## src/autopoll_defines.svh

```systemverilog
// constants for the auto-poll receiver control block
// assumes a single 40 MHz core clock; included by the package and the checker
`ifndef AUTOPOLL_DEFINES_SVH
`define AUTOPOLL_DEFINES_SVH

`define CFG_WIDTH 20
`define CFG_RESET_VALUE 20'h02e78
`define CFG_BIT_AGC_SLOW 19
`define CFG_BIT_WDOG_OFF 18
`define CFG_BIT_TEST 17
`define CFG_BIT_HIGH_BW 16
`define CFG_BIT_AUTOPOLL 15
`define CFG_SLEEP_HI 14
`define CFG_SLEEP_LO 12
`define CFG_WIN_HI 11
`define CFG_WIN_LO 9
`define CFG_VALID_HI 8
`define CFG_VALID_LO 7
`define CFG_SLICE_HI 6
`define CFG_SLICE_LO 5
`define CFG_BW_HI 4
`define CFG_BW_LO 3

`define CLK_MHZ 40
`define SLEEP_BASE_MS 10
`define SCLK_MIN_HZ 5000
`define BAD_BITS_TO_SLEEP 4

// widest-bandwidth bit-check windows in microseconds, code 000 to 111
`define WIN_US_0 71
`define WIN_US_1 67
`define WIN_US_2 62
`define WIN_US_3 57
`define WIN_US_4 52
`define WIN_US_5 48
`define WIN_US_6 43
`define WIN_US_7 38

`endif

```

## src/autopoll_pkg.sv

```systemverilog
// types shared by the auto-poll receiver control block
// assumes autopoll_defines.svh is on the include path
`include "autopoll_defines.svh"

package autopoll_pkg;

	typedef enum logic [1:0] {POLL_AWAKE, POLL_SLEEP, POLL_CHECK, POLL_RECEIVE} pollState_t;

	typedef enum logic [2:0] {SER_IDLE, SER_ARMED, SER_CLKLOW, SER_CLKHIGH, SER_MARK,
		SER_SHIFT, SER_STOPMARK, SER_STOPEND} serState_t;

	typedef struct packed {
		logic sclkMeta;
		logic sclkSync;
		logic sclkPrev;
		logic dinMeta;
		logic dinSync;
		logic dinPrev;
		logic slicedMeta;
		logic slicedSync;
		logic slicedPrev;
		serState_t serState;
		logic [`CFG_WIDTH-1:0] shiftReg;
		logic [4:0] bitCount;
		logic [15:0] serIdle;
		logic [`CFG_WIDTH-1:0] activeCfg;
		pollState_t pollState;
		logic [31:0] sleepLeft;
		logic [15:0] runLen;
		logic [3:0] validCnt;
		logic [2:0] badCnt;
		logic doOut;
		logic doOe;
		logic sleepMode;
		logic checking;
	} state_t;

endpackage

```

## src/autopoll_bitcheck_serial_config.sv

```systemverilog
// auto-poll sequencer, bit checker and two-wire configuration loader
// assumes sclk, the shared data pin and the sliced data arrive unsynchronised;
// the pad ring resolves the data pin from dataPinOut and dataPinOe
//
// Notes on behaviour
// - auto-poll bit set: search, data held low
// - alternate sleep and polling with checking
// - sleep 10ms doubled per code step
// - run longer than window valid, else bad
// - window from code, doubled per bandwidth halving
// - valid-bit count field: 0, 2, 4, 8
// - hold data low; four bad bits sleep
// - release after valid run, stay receiving
// - twenty-bit word loaded only over serial
// - clock high releases data pin to host
// - slow serial clock resets the loader
// - bits shift in most significant first
// - short load updates only low bits
// - stop pulse ends load, pin driven again
// - pin becomes input within 0.1us
// - bit19 low fast attack; bit18 watchdog off
// - slice field selects slicing level

module autopoll_bitcheck_serial_config #(
	parameter int unsigned SleepBaseCycles = `SLEEP_BASE_MS * `CLK_MHZ * 1000,
	parameter int unsigned SclkTimeoutCycles = (1000000 / `SCLK_MIN_HZ) * `CLK_MHZ
) (
	input wire logic clk,
	input wire logic rst_n,
	input wire logic sclkPin,
	input wire logic dataPinIn,
	output logic dataPinOut,
	output logic dataPinOe,
	input wire logic slicedData,
	output logic [`CFG_WIDTH-1:0] configWord,
	output logic sleepMode,
	output logic checkingBits,
	output logic agcFastAttackEn,
	output logic watchdogEn,
	output logic [1:0] sliceLevel,
	output logic highBandwidth,
	output logic [1:0] demodBandwidth
);
	import autopoll_pkg::*;

	state_t cur_reg;
	state_t cur_next;

	function automatic logic [15:0] windowCycles(input logic [2:0] code, input logic [1:0] bw);
		logic [15:0] base;
		base = 16'h0000;
		unique case (code)
			3'h0: base = 16'(`WIN_US_0 * `CLK_MHZ);
			3'h1: base = 16'(`WIN_US_1 * `CLK_MHZ);
			3'h2: base = 16'(`WIN_US_2 * `CLK_MHZ);
			3'h3: base = 16'(`WIN_US_3 * `CLK_MHZ);
			3'h4: base = 16'(`WIN_US_4 * `CLK_MHZ);
			3'h5: base = 16'(`WIN_US_5 * `CLK_MHZ);
			3'h6: base = 16'(`WIN_US_6 * `CLK_MHZ);
			3'h7: base = 16'(`WIN_US_7 * `CLK_MHZ);
		endcase
		// each halving of bandwidth doubles the window
		return base << (2'h3 - bw);
	endfunction

	function automatic logic [3:0] requiredValid(input logic [1:0] code);
		logic [3:0] n;
		n = 4'h0;
		unique case (code)
			2'h0: n = 4'h0;
			2'h1: n = 4'h2;
			2'h2: n = 4'h4;
			2'h3: n = 4'h8;
		endcase
		return n;
	endfunction

	function automatic logic [31:0] sleepCycles(input logic [2:0] code);
		return SleepBaseCycles << code;
	endfunction

	logic [`CFG_WIDTH-1:0] loadMask;
	logic [`CFG_WIDTH-1:0] mergedCfg;
	logic commit;
	logic sclkRise;
	logic sclkFall;
	logic dinRise;
	logic dinFall;
	logic slicedEdge;
	logic [15:0] window;
	logic runValid;

	always_comb
	begin
		cur_next = cur_reg;
		commit = 1'b0;
		loadMask = '0;
		mergedCfg = cur_reg.activeCfg;

		cur_next.sclkMeta = sclkPin;
		cur_next.sclkSync = cur_reg.sclkMeta;
		cur_next.sclkPrev = cur_reg.sclkSync;
		cur_next.dinMeta = dataPinIn;
		cur_next.dinSync = cur_reg.dinMeta;
		cur_next.dinPrev = cur_reg.dinSync;
		cur_next.slicedMeta = slicedData;
		cur_next.slicedSync = cur_reg.slicedMeta;
		cur_next.slicedPrev = cur_reg.slicedSync;

		sclkRise = cur_reg.sclkSync & ~cur_reg.sclkPrev;
		sclkFall = ~cur_reg.sclkSync & cur_reg.sclkPrev;
		dinRise = cur_reg.dinSync & ~cur_reg.dinPrev;
		dinFall = ~cur_reg.dinSync & cur_reg.dinPrev;
		slicedEdge = cur_reg.slicedSync ^ cur_reg.slicedPrev;

		// watchdog on the serial clock: any edge restarts it
		if (sclkRise || sclkFall || cur_reg.serState == SER_IDLE)
			cur_next.serIdle = 16'h0000;
		else if (cur_reg.serIdle != 16'hffff)
			cur_next.serIdle = cur_reg.serIdle + 16'h0001;

		unique case (cur_reg.serState)
			SER_IDLE:
			begin
				if (cur_reg.sclkSync)
					cur_next.serState = SER_ARMED;
			end
			SER_ARMED:
			begin
				if (sclkFall)
					cur_next.serState = SER_CLKLOW;
			end
			SER_CLKLOW:
			begin
				if (sclkRise && !cur_reg.dinSync)
					cur_next.serState = SER_CLKHIGH;
			end
			SER_CLKHIGH:
			begin
				if (sclkFall)
					cur_next.serState = SER_CLKLOW;
				else if (dinRise)
					cur_next.serState = SER_MARK;
			end
			SER_MARK:
			begin
				if (sclkFall)
					cur_next.serState = SER_CLKLOW;
				else if (dinFall)
				begin
					cur_next.serState = SER_SHIFT;
					cur_next.shiftReg = '0;
					cur_next.bitCount = 5'h00;
				end
			end
			SER_SHIFT:
			begin
				if (sclkRise)
				begin
					// msb arrives first, so each new bit enters at the bottom
					cur_next.shiftReg = {cur_reg.shiftReg[`CFG_WIDTH-2:0], cur_reg.dinSync};
					if (cur_reg.bitCount != 5'(`CFG_WIDTH))
						cur_next.bitCount = cur_reg.bitCount + 5'h01;
				end
				else if (cur_reg.sclkSync && dinRise)
					cur_next.serState = SER_STOPMARK;
			end
			SER_STOPMARK:
			begin
				if (dinFall)
				begin
					cur_next.serState = SER_STOPEND;
					commit = 1'b1;
				end
				else if (sclkFall)
					cur_next.serState = SER_SHIFT;
			end
			SER_STOPEND:
			begin
				if (!cur_reg.sclkSync)
					cur_next.serState = SER_IDLE;
			end
		endcase

		// a clock with no edge for one full period of the minimum rate abandons any load in progress
		if (cur_reg.serState != SER_IDLE && cur_reg.serIdle >= 16'(SclkTimeoutCycles))
			cur_next.serState = SER_IDLE;

		// only the bits actually clocked in are replaced, all at once
		for (int i = 0; i < `CFG_WIDTH; i++)
			loadMask[i] = (5'(i) < cur_reg.bitCount);
		mergedCfg = (cur_reg.activeCfg & ~loadMask) | (cur_reg.shiftReg & loadMask);
		if (commit)
			cur_next.activeCfg = mergedCfg;

		// data pin is released as soon as the synchronised clock is high
		cur_next.doOe = (cur_next.serState == SER_IDLE) && !cur_reg.sclkSync;

		window = windowCycles(cur_reg.activeCfg[`CFG_WIN_HI:`CFG_WIN_LO],
			cur_reg.activeCfg[`CFG_BW_HI:`CFG_BW_LO]);
		runValid = cur_reg.runLen > window;

		unique case (cur_reg.pollState)
			POLL_AWAKE:
			begin
				cur_next.runLen = 16'h0000;
			end
			POLL_SLEEP:
			begin
				if (cur_reg.sleepLeft != 32'h00000000)
					cur_next.sleepLeft = cur_reg.sleepLeft - 32'h00000001;
				else
				begin
					cur_next.pollState = POLL_CHECK;
					cur_next.runLen = 16'h0000;
					cur_next.validCnt = 4'h0;
					cur_next.badCnt = 3'h0;
				end
			end
			POLL_CHECK:
			begin
				if (cur_reg.validCnt >= requiredValid(cur_reg.activeCfg[`CFG_VALID_HI:`CFG_VALID_LO]))
					cur_next.pollState = POLL_RECEIVE;
				else if (slicedEdge)
				begin
					cur_next.runLen = 16'h0000;
					if (runValid)
					begin
						cur_next.validCnt = cur_reg.validCnt + 4'h1;
						cur_next.badCnt = 3'h0;
					end
					else if (cur_reg.badCnt == 3'(`BAD_BITS_TO_SLEEP - 1))
					begin
						cur_next.pollState = POLL_SLEEP;
						cur_next.sleepLeft = sleepCycles(cur_reg.activeCfg[`CFG_SLEEP_HI:`CFG_SLEEP_LO]);
					end
					else
					begin
						cur_next.badCnt = cur_reg.badCnt + 3'h1;
						cur_next.validCnt = 4'h0;
					end
				end
				else if (cur_reg.runLen != 16'hffff)
					cur_next.runLen = cur_reg.runLen + 16'h0001;
			end
			POLL_RECEIVE:
			begin
				// no way back to sleep except a new load with auto-poll set
				cur_next.runLen = 16'h0000;
			end
		endcase

		// any committed load re-decides the polling mode from the new word
		if (commit)
		begin
			if (mergedCfg[`CFG_BIT_AUTOPOLL])
			begin
				cur_next.pollState = POLL_SLEEP;
				cur_next.sleepLeft = sleepCycles(mergedCfg[`CFG_SLEEP_HI:`CFG_SLEEP_LO]);
			end
			else
				cur_next.pollState = POLL_AWAKE;
		end

		cur_next.sleepMode = cur_next.pollState == POLL_SLEEP;
		cur_next.checking = cur_next.pollState == POLL_CHECK;
		// while searching or while the pin is released the output is pinned low, otherwise it follows the slicer
		if (cur_next.pollState == POLL_AWAKE || cur_next.pollState == POLL_RECEIVE)
			cur_next.doOut = cur_reg.slicedSync;
		else
			cur_next.doOut = 1'b0;
		if (!cur_next.doOe)
			cur_next.doOut = 1'b0;
	end

	always_ff @(posedge clk or negedge rst_n)
	begin
		if (!rst_n)
		begin
			cur_reg <= '0;
			cur_reg.serState <= SER_IDLE;
			cur_reg.pollState <= POLL_AWAKE;
			cur_reg.activeCfg <= `CFG_RESET_VALUE;
			cur_reg.doOe <= 1'b1;
		end
		else
			cur_reg <= cur_next;
	end

	assign dataPinOut = cur_reg.doOut;
	assign dataPinOe = cur_reg.doOe;
	assign configWord = cur_reg.activeCfg;
	assign sleepMode = cur_reg.sleepMode;
	assign checkingBits = cur_reg.checking;
	// the analog controls are wired straight from the committed word flops
	assign agcFastAttackEn = ~cur_reg.activeCfg[`CFG_BIT_AGC_SLOW];
	assign watchdogEn = ~cur_reg.activeCfg[`CFG_BIT_WDOG_OFF];
	assign sliceLevel = cur_reg.activeCfg[`CFG_SLICE_HI:`CFG_SLICE_LO];
	assign highBandwidth = cur_reg.activeCfg[`CFG_BIT_HIGH_BW];
	assign demodBandwidth = cur_reg.activeCfg[`CFG_BW_HI:`CFG_BW_LO];

endmodule

```

## config.mk

```make
export PLATFORM = sky130hd
export DESIGN_NAME = autopoll_bitcheck_serial_config
export DESIGN_NICKNAME = d
export VERILOG_FILES = /design/src/autopoll_pkg.sv /design/src/autopoll_bitcheck_serial_config.sv
export VERILOG_INCLUDE_DIRS = /design/src
export SDC_FILE = /design/constraint.sdc
export NUM_CORES = 1
export LEC_CHECK = 0
export BUFFER_PORTS_ARGS = -buffer_cell sky130_fd_sc_hd__buf_4
export CORE_ASPECT_RATIO = 0.9
export CORE_MARGIN = 3
export CORE_UTILIZATION = 52
export DETAILED_ROUTE_END_ITERATION = 16
export PLACE_DENSITY = 0.69
export RECOVER_POWER = 50
export SLEW_MARGIN = 40
export SYNTH_ARGS = -nofsm -noshare
export SYNTH_HDL_FRONTEND = slang
export SYNTH_SLANG_ARGS = --single-unit
```

## constraint.sdc

```tcl
create_clock -name clk -period 9 [get_ports clk]
set_clock_uncertainty 0.15 [all_clocks]
set_input_delay 0.9 -clock clk [delete_from_list [all_inputs] [get_ports clk]]
set_output_delay 0.9 -clock clk [all_outputs]
set_load 0.005 [all_outputs]
```

==> load_flow_metrics.sql <==
INSERT INTO impl_metrics (metric_group, metric, value, unit) VALUES
('detailed_routing', 'drtAntennaViolNets', '0', ''),
('global_route', 'gr-max-usage-layer', 'met1', ''),
('timing', 'fin_hold_ws', '0.2076', 'ns'),
('yosys', 'ys_async_sr_fraction', '100.0', '%'),
('timing', 'finalHoldViolations', '0', ''),
('die', 'floorplan.die_area', '18530', 'um2'),
('setup_path', 'critical_path.cell_chain', 'inv_1 -> ha_1 -> nor2b_1 -> xnor2_1 -> or2_2 -> ha_1 -> nand4b_1 -> nor4_1 -> o21bai_1 -> nand3_1 -> nor2_1 -> mux2_2 -> a31o_2', ''),
('finish', 'drive_gt1_share', '11.90', '%'),
('global_route', 'grt_use_met3', '4.723', '%'),
('global_route', 'grt_first_pass_wirelength', '35410', 'um'),
('timing', 'worst_slew_margin_rel', '-98.32', '%'),
('clock_tree', 'cts-root-to-sink-buffers', '2', ''),
('global_route', 'via_count_of_the_first_global_routing_pass', '6839', ''),
('clock_tree', 'clock-root-buffer', 'sky130_fd_sc_hd__clkbuf_16', ''),
('timing', 'finalCritPeriodShare', '48.91', '%'),
('detailed_routing', 'detailroute.via_count', '7530', ''),
('yosys', 'synth-warning-count', '0', ''),
('global_route', 'track_usage', '23.61', '%'),
('detailed_routing', 'routedWlPerCell', '17.01', 'um'),
('detailed_routing', 'routed_via_density', '6.068', ''),
('outcome', 'failed_checks', 'max-capacitance violations, max-slew violations', ''),
('yosys', 'synth_edf_count', '0', ''),
('job', 'drv.max_cap_violation_count', '2', ''),
('finish', 'antenna-diode-count', '0', ''),
('timing', 'drv_slew', '92', ''),
('placement', 'placement.cell_area', '9025', 'um2'),
('die', 'design.portCount', '36', ''),
('pwr', 'power_density', '150.6', 'nW/um2'),
('setup_path', 'cpMostUsedCell', 'sky130_fd_sc_hd__ha_1', ''),
('setup_path', 'critical_path_slowest_stage_cell', 'sky130_fd_sc_hd__dfstp_2', ''),
('clock_tree', 'clkTransAtPathRegs', '0.06', 'ns'),
('yosys', 'synthDistinctLibCells', '73', ''),
('yosys', 'synth-main-ff-cell', 'sky130_fd_sc_hd__dfrtp_1', ''),
('timing', 'worst_pin_slew', '2.975', 'ns'),
('timing', 'finalSetupTns', '0', 'ns'),
('die', 'die-width', '143.2', 'um'),
('setup_path', 'required', '9.17', 'ns'),
('placement', 'io_buffers', '35', ''),
('setup_path', 'timing.reg2reg.setup_slack', '4.60', 'ns'),
('setup_path', 'criticalPathCategory', 'flip-flop to flip-flop', ''),
('detailed_routing', 'route.final.wire_length', '21110', 'um'),
('yosys', 'ys_seq_area_share', '38.21', '%'),
('clock_tree', 'tritoncts_num_sinks', '134', ''),
('yosys', 'postSynthAreaPerCell', '8.523', 'um2'),
('clock_tree', 'ctsHtreeMaxLevel', '4', ''),
('yosys', 'synth_fp_nets', '1091', ''),
('placement', 'routability_congestion_estimate_from_global_placement', '0.9224', ''),
('clock_tree', 'post_cts.resized_instances', '0', ''),
('yosys', 'syn_inst', '1033', ''),
('timing', 'grt_setup_unrepaired', 'no', ''),
('die', 'die_height', '129.4', 'um'),
('outcome', 'status', 'finished, violations left', ''),
('placement', 'detailedPlacementHpwl', '14340', 'um'),
('global_route', 'grtUsageMet1', '35.32', '%'),
('detailed_routing', 'final_routed_drc_violation_total', '0', ''),
('clock_tree', 'cts-buffers-inserted', '17', ''),
('timing', 'max_clock_freq', '227.2', 'MHz'),
('finish', 'fin_area', '9624', 'um2'),
('timing', 'finalWorstPathRequiredPeriod', '4.402', 'ns'),
('global_route', 'grt_start_max_net_pins', '81', ''),
('timing', 'number_of_setup_violations_in_the_final_report', '0', ''),
('setup_path', 'cp.arrival', '4.57', 'ns'),
('global_route', 'gr-usage-met2', '34.92', '%'),
('setup_path', 'critPathCaptureType', 'flip-flop', ''),
('worst_hold_path', 'timing.hold.worst.class', 'flip-flop to flip-flop', ''),
('clock_tree', 'post-cts-setup-buffers', '0', ''),
('finish', 'area.growth.synth_to_final', '9.308', '%'),
('clock_tree', 'post_cts_hold_buffer_count', '0', ''),
('detailed_routing', 'firstDrtPassIters', '6', ''),
('finish', 'num-nets-final', '1079', ''),
('finish', 'finalNonFillerCells', '1241', '');
==> worst paths after layout <==
path / depth (start not counted) / end / startpoint
setup / recovery: 13 / cur_reg[39] / flip-flop
hold / removal: 0 / cur_next[128] / cur_next[129]
setup reg to reg: 13 / cur_reg[39] / flip-flop
hold reg to reg: 0 / cur_next[128] / cur_next[129]
max in group asynchronous: 2 / cur_reg[114] / rst_n
min in group asynchronous: 1 / cur_reg[14] / rst_n
==> per-layer routing <==
metal | vias up | share of wire [%]
met5 | - | 0
met1 | 3588 | 48
met4 | 0 | 1.5
li1 | 3695 | -
met3 | 28 | 6.2
met2 | 219 | 44
==> metrics by stage <==
stage / power, mW / setup slack, ns
after floorplan: 0.7072 / 5.049
after global placement: 0.7436 / 4.842
after detailed placement: 0.7431 / 4.746
after CTS: 1.461 / 4.631
after global routing: 1.508 / 4.395
final: 1.449 / 4.598
==> cells by family (layout without fill, tap and decap cells) <==
logic type	count (synthesis)	in the layout	synth area share [%]
adder cells (fa/ha/maj)	53	53	7.532
AO/OA/AOI/OAI	262	262	18.99
buffers and inverters	125	126	6.551
XOR/XNOR	18	18	1.791
AND/OR/NAND/NOR	408	408	22.58
flip-flops	134	134	38.21
multiplexers	33	33	4.348
==> where the power goes <==
part	total, mW	leakage [nW]	switching [mW]	internal [mW]
Combinational	0.0939	2.15	0.0605	0.0333
Sequential	0.639	1.81	0.0218	0.617
Clock	0.717	0.292	0.293	0.423
Total	1.45	4.25	0.376	1.07
==> cell usage in the layout, fill, tap and decap left out, types with 6 or more instances in the layout <==
cell / count
sky130_fd_sc_hd__a211oi_1: 8
sky130_fd_sc_hd__a21o_1: 10
sky130_fd_sc_hd__a21oi_1: 62
sky130_fd_sc_hd__a31oi_1: 21
sky130_fd_sc_hd__and3_1: 12
sky130_fd_sc_hd__buf_4: 38
sky130_fd_sc_hd__clkbuf_16: 17
sky130_fd_sc_hd__dfrtp_1: 125
sky130_fd_sc_hd__dfstp_2: 9
sky130_fd_sc_hd__ha_1: 53
sky130_fd_sc_hd__inv_1: 47
sky130_fd_sc_hd__mux2_2: 21
sky130_fd_sc_hd__mux2i_1: 9
sky130_fd_sc_hd__nand2_1: 130
sky130_fd_sc_hd__nand2b_1: 8
sky130_fd_sc_hd__nand3_1: 53
sky130_fd_sc_hd__nand4_1: 13
sky130_fd_sc_hd__nor2_1: 78
sky130_fd_sc_hd__nor2b_1: 12
sky130_fd_sc_hd__nor3_1: 26
sky130_fd_sc_hd__nor3b_1: 6
sky130_fd_sc_hd__nor4_1: 18
sky130_fd_sc_hd__o211ai_1: 9
sky130_fd_sc_hd__o21ai_0: 68
sky130_fd_sc_hd__o21ai_1: 6
sky130_fd_sc_hd__o31ai_1: 24
sky130_fd_sc_hd__or2_2: 7
sky130_fd_sc_hd__or3_1: 13
sky130_fd_sc_hd__or4_1: 11
sky130_fd_sc_hd__xnor2_1: 8
sky130_fd_sc_hd__xor2_1: 10
==> worst max-delay path, delay by kind of cell (launching register included) <==
kind                     cells  cell delay, ns
multiplexers                 1            0.40
AO/OA/AOI/OAI                2            0.49
AND/OR/NAND/NOR              6            1.90
buffers and inverters        1            0.09
XOR/XNOR                     1            0.10
adder cells (fa/ha/maj)      2            0.52
flip-flops                   1            0.65
==> area by class of cell <==
class | count | area [um2]
clock inverter | 14 | 163.9
inverter | 47 | 176.4
multi-input combinational | 774 | 4871
clock buffer | 18 | 439.2
timing repair buffer | 47 | 350.3
sequential | 134 | 3364
fill | 1438 | 6726
tap | 207 | 259.0
==> synth_stat cells, drive strengths merged, types with 4 or more instances <==
cell type	n	share of area, %
nand2	130	5.5
dfrtp	125	36
nor2	79	3.4
o21ai	74	4.2
a21oi	62	3.5
ha	53	7.5
nand3	53	3.0
clkbuf	49	2.1
inv	47	2.0
buf	29	2.5
nor3	27	1.7
o31ai	24	2.0
mux2	22	2.8
a31oi	21	1.5
nor4	19	1.3
and3	13	0.92
nand4	13	0.92
or3	13	0.92
nor2b	12	0.85
a21o	11	1.0
or4	11	0.94
xor2	10	0.99
dfstp	9	2.7
mux2i	9	1.0
o211ai	9	0.77
a211oi	8	0.68
nand2b	8	0.57
or2	8	0.57
xnor2	8	0.80
nor3b	6	0.51
a41oi	5	0.50
and2	5	0.36
a22oi	4	0.34
nand3b	4	0.34
o31a	4	0.40
(Power assumes the default switching activity.)
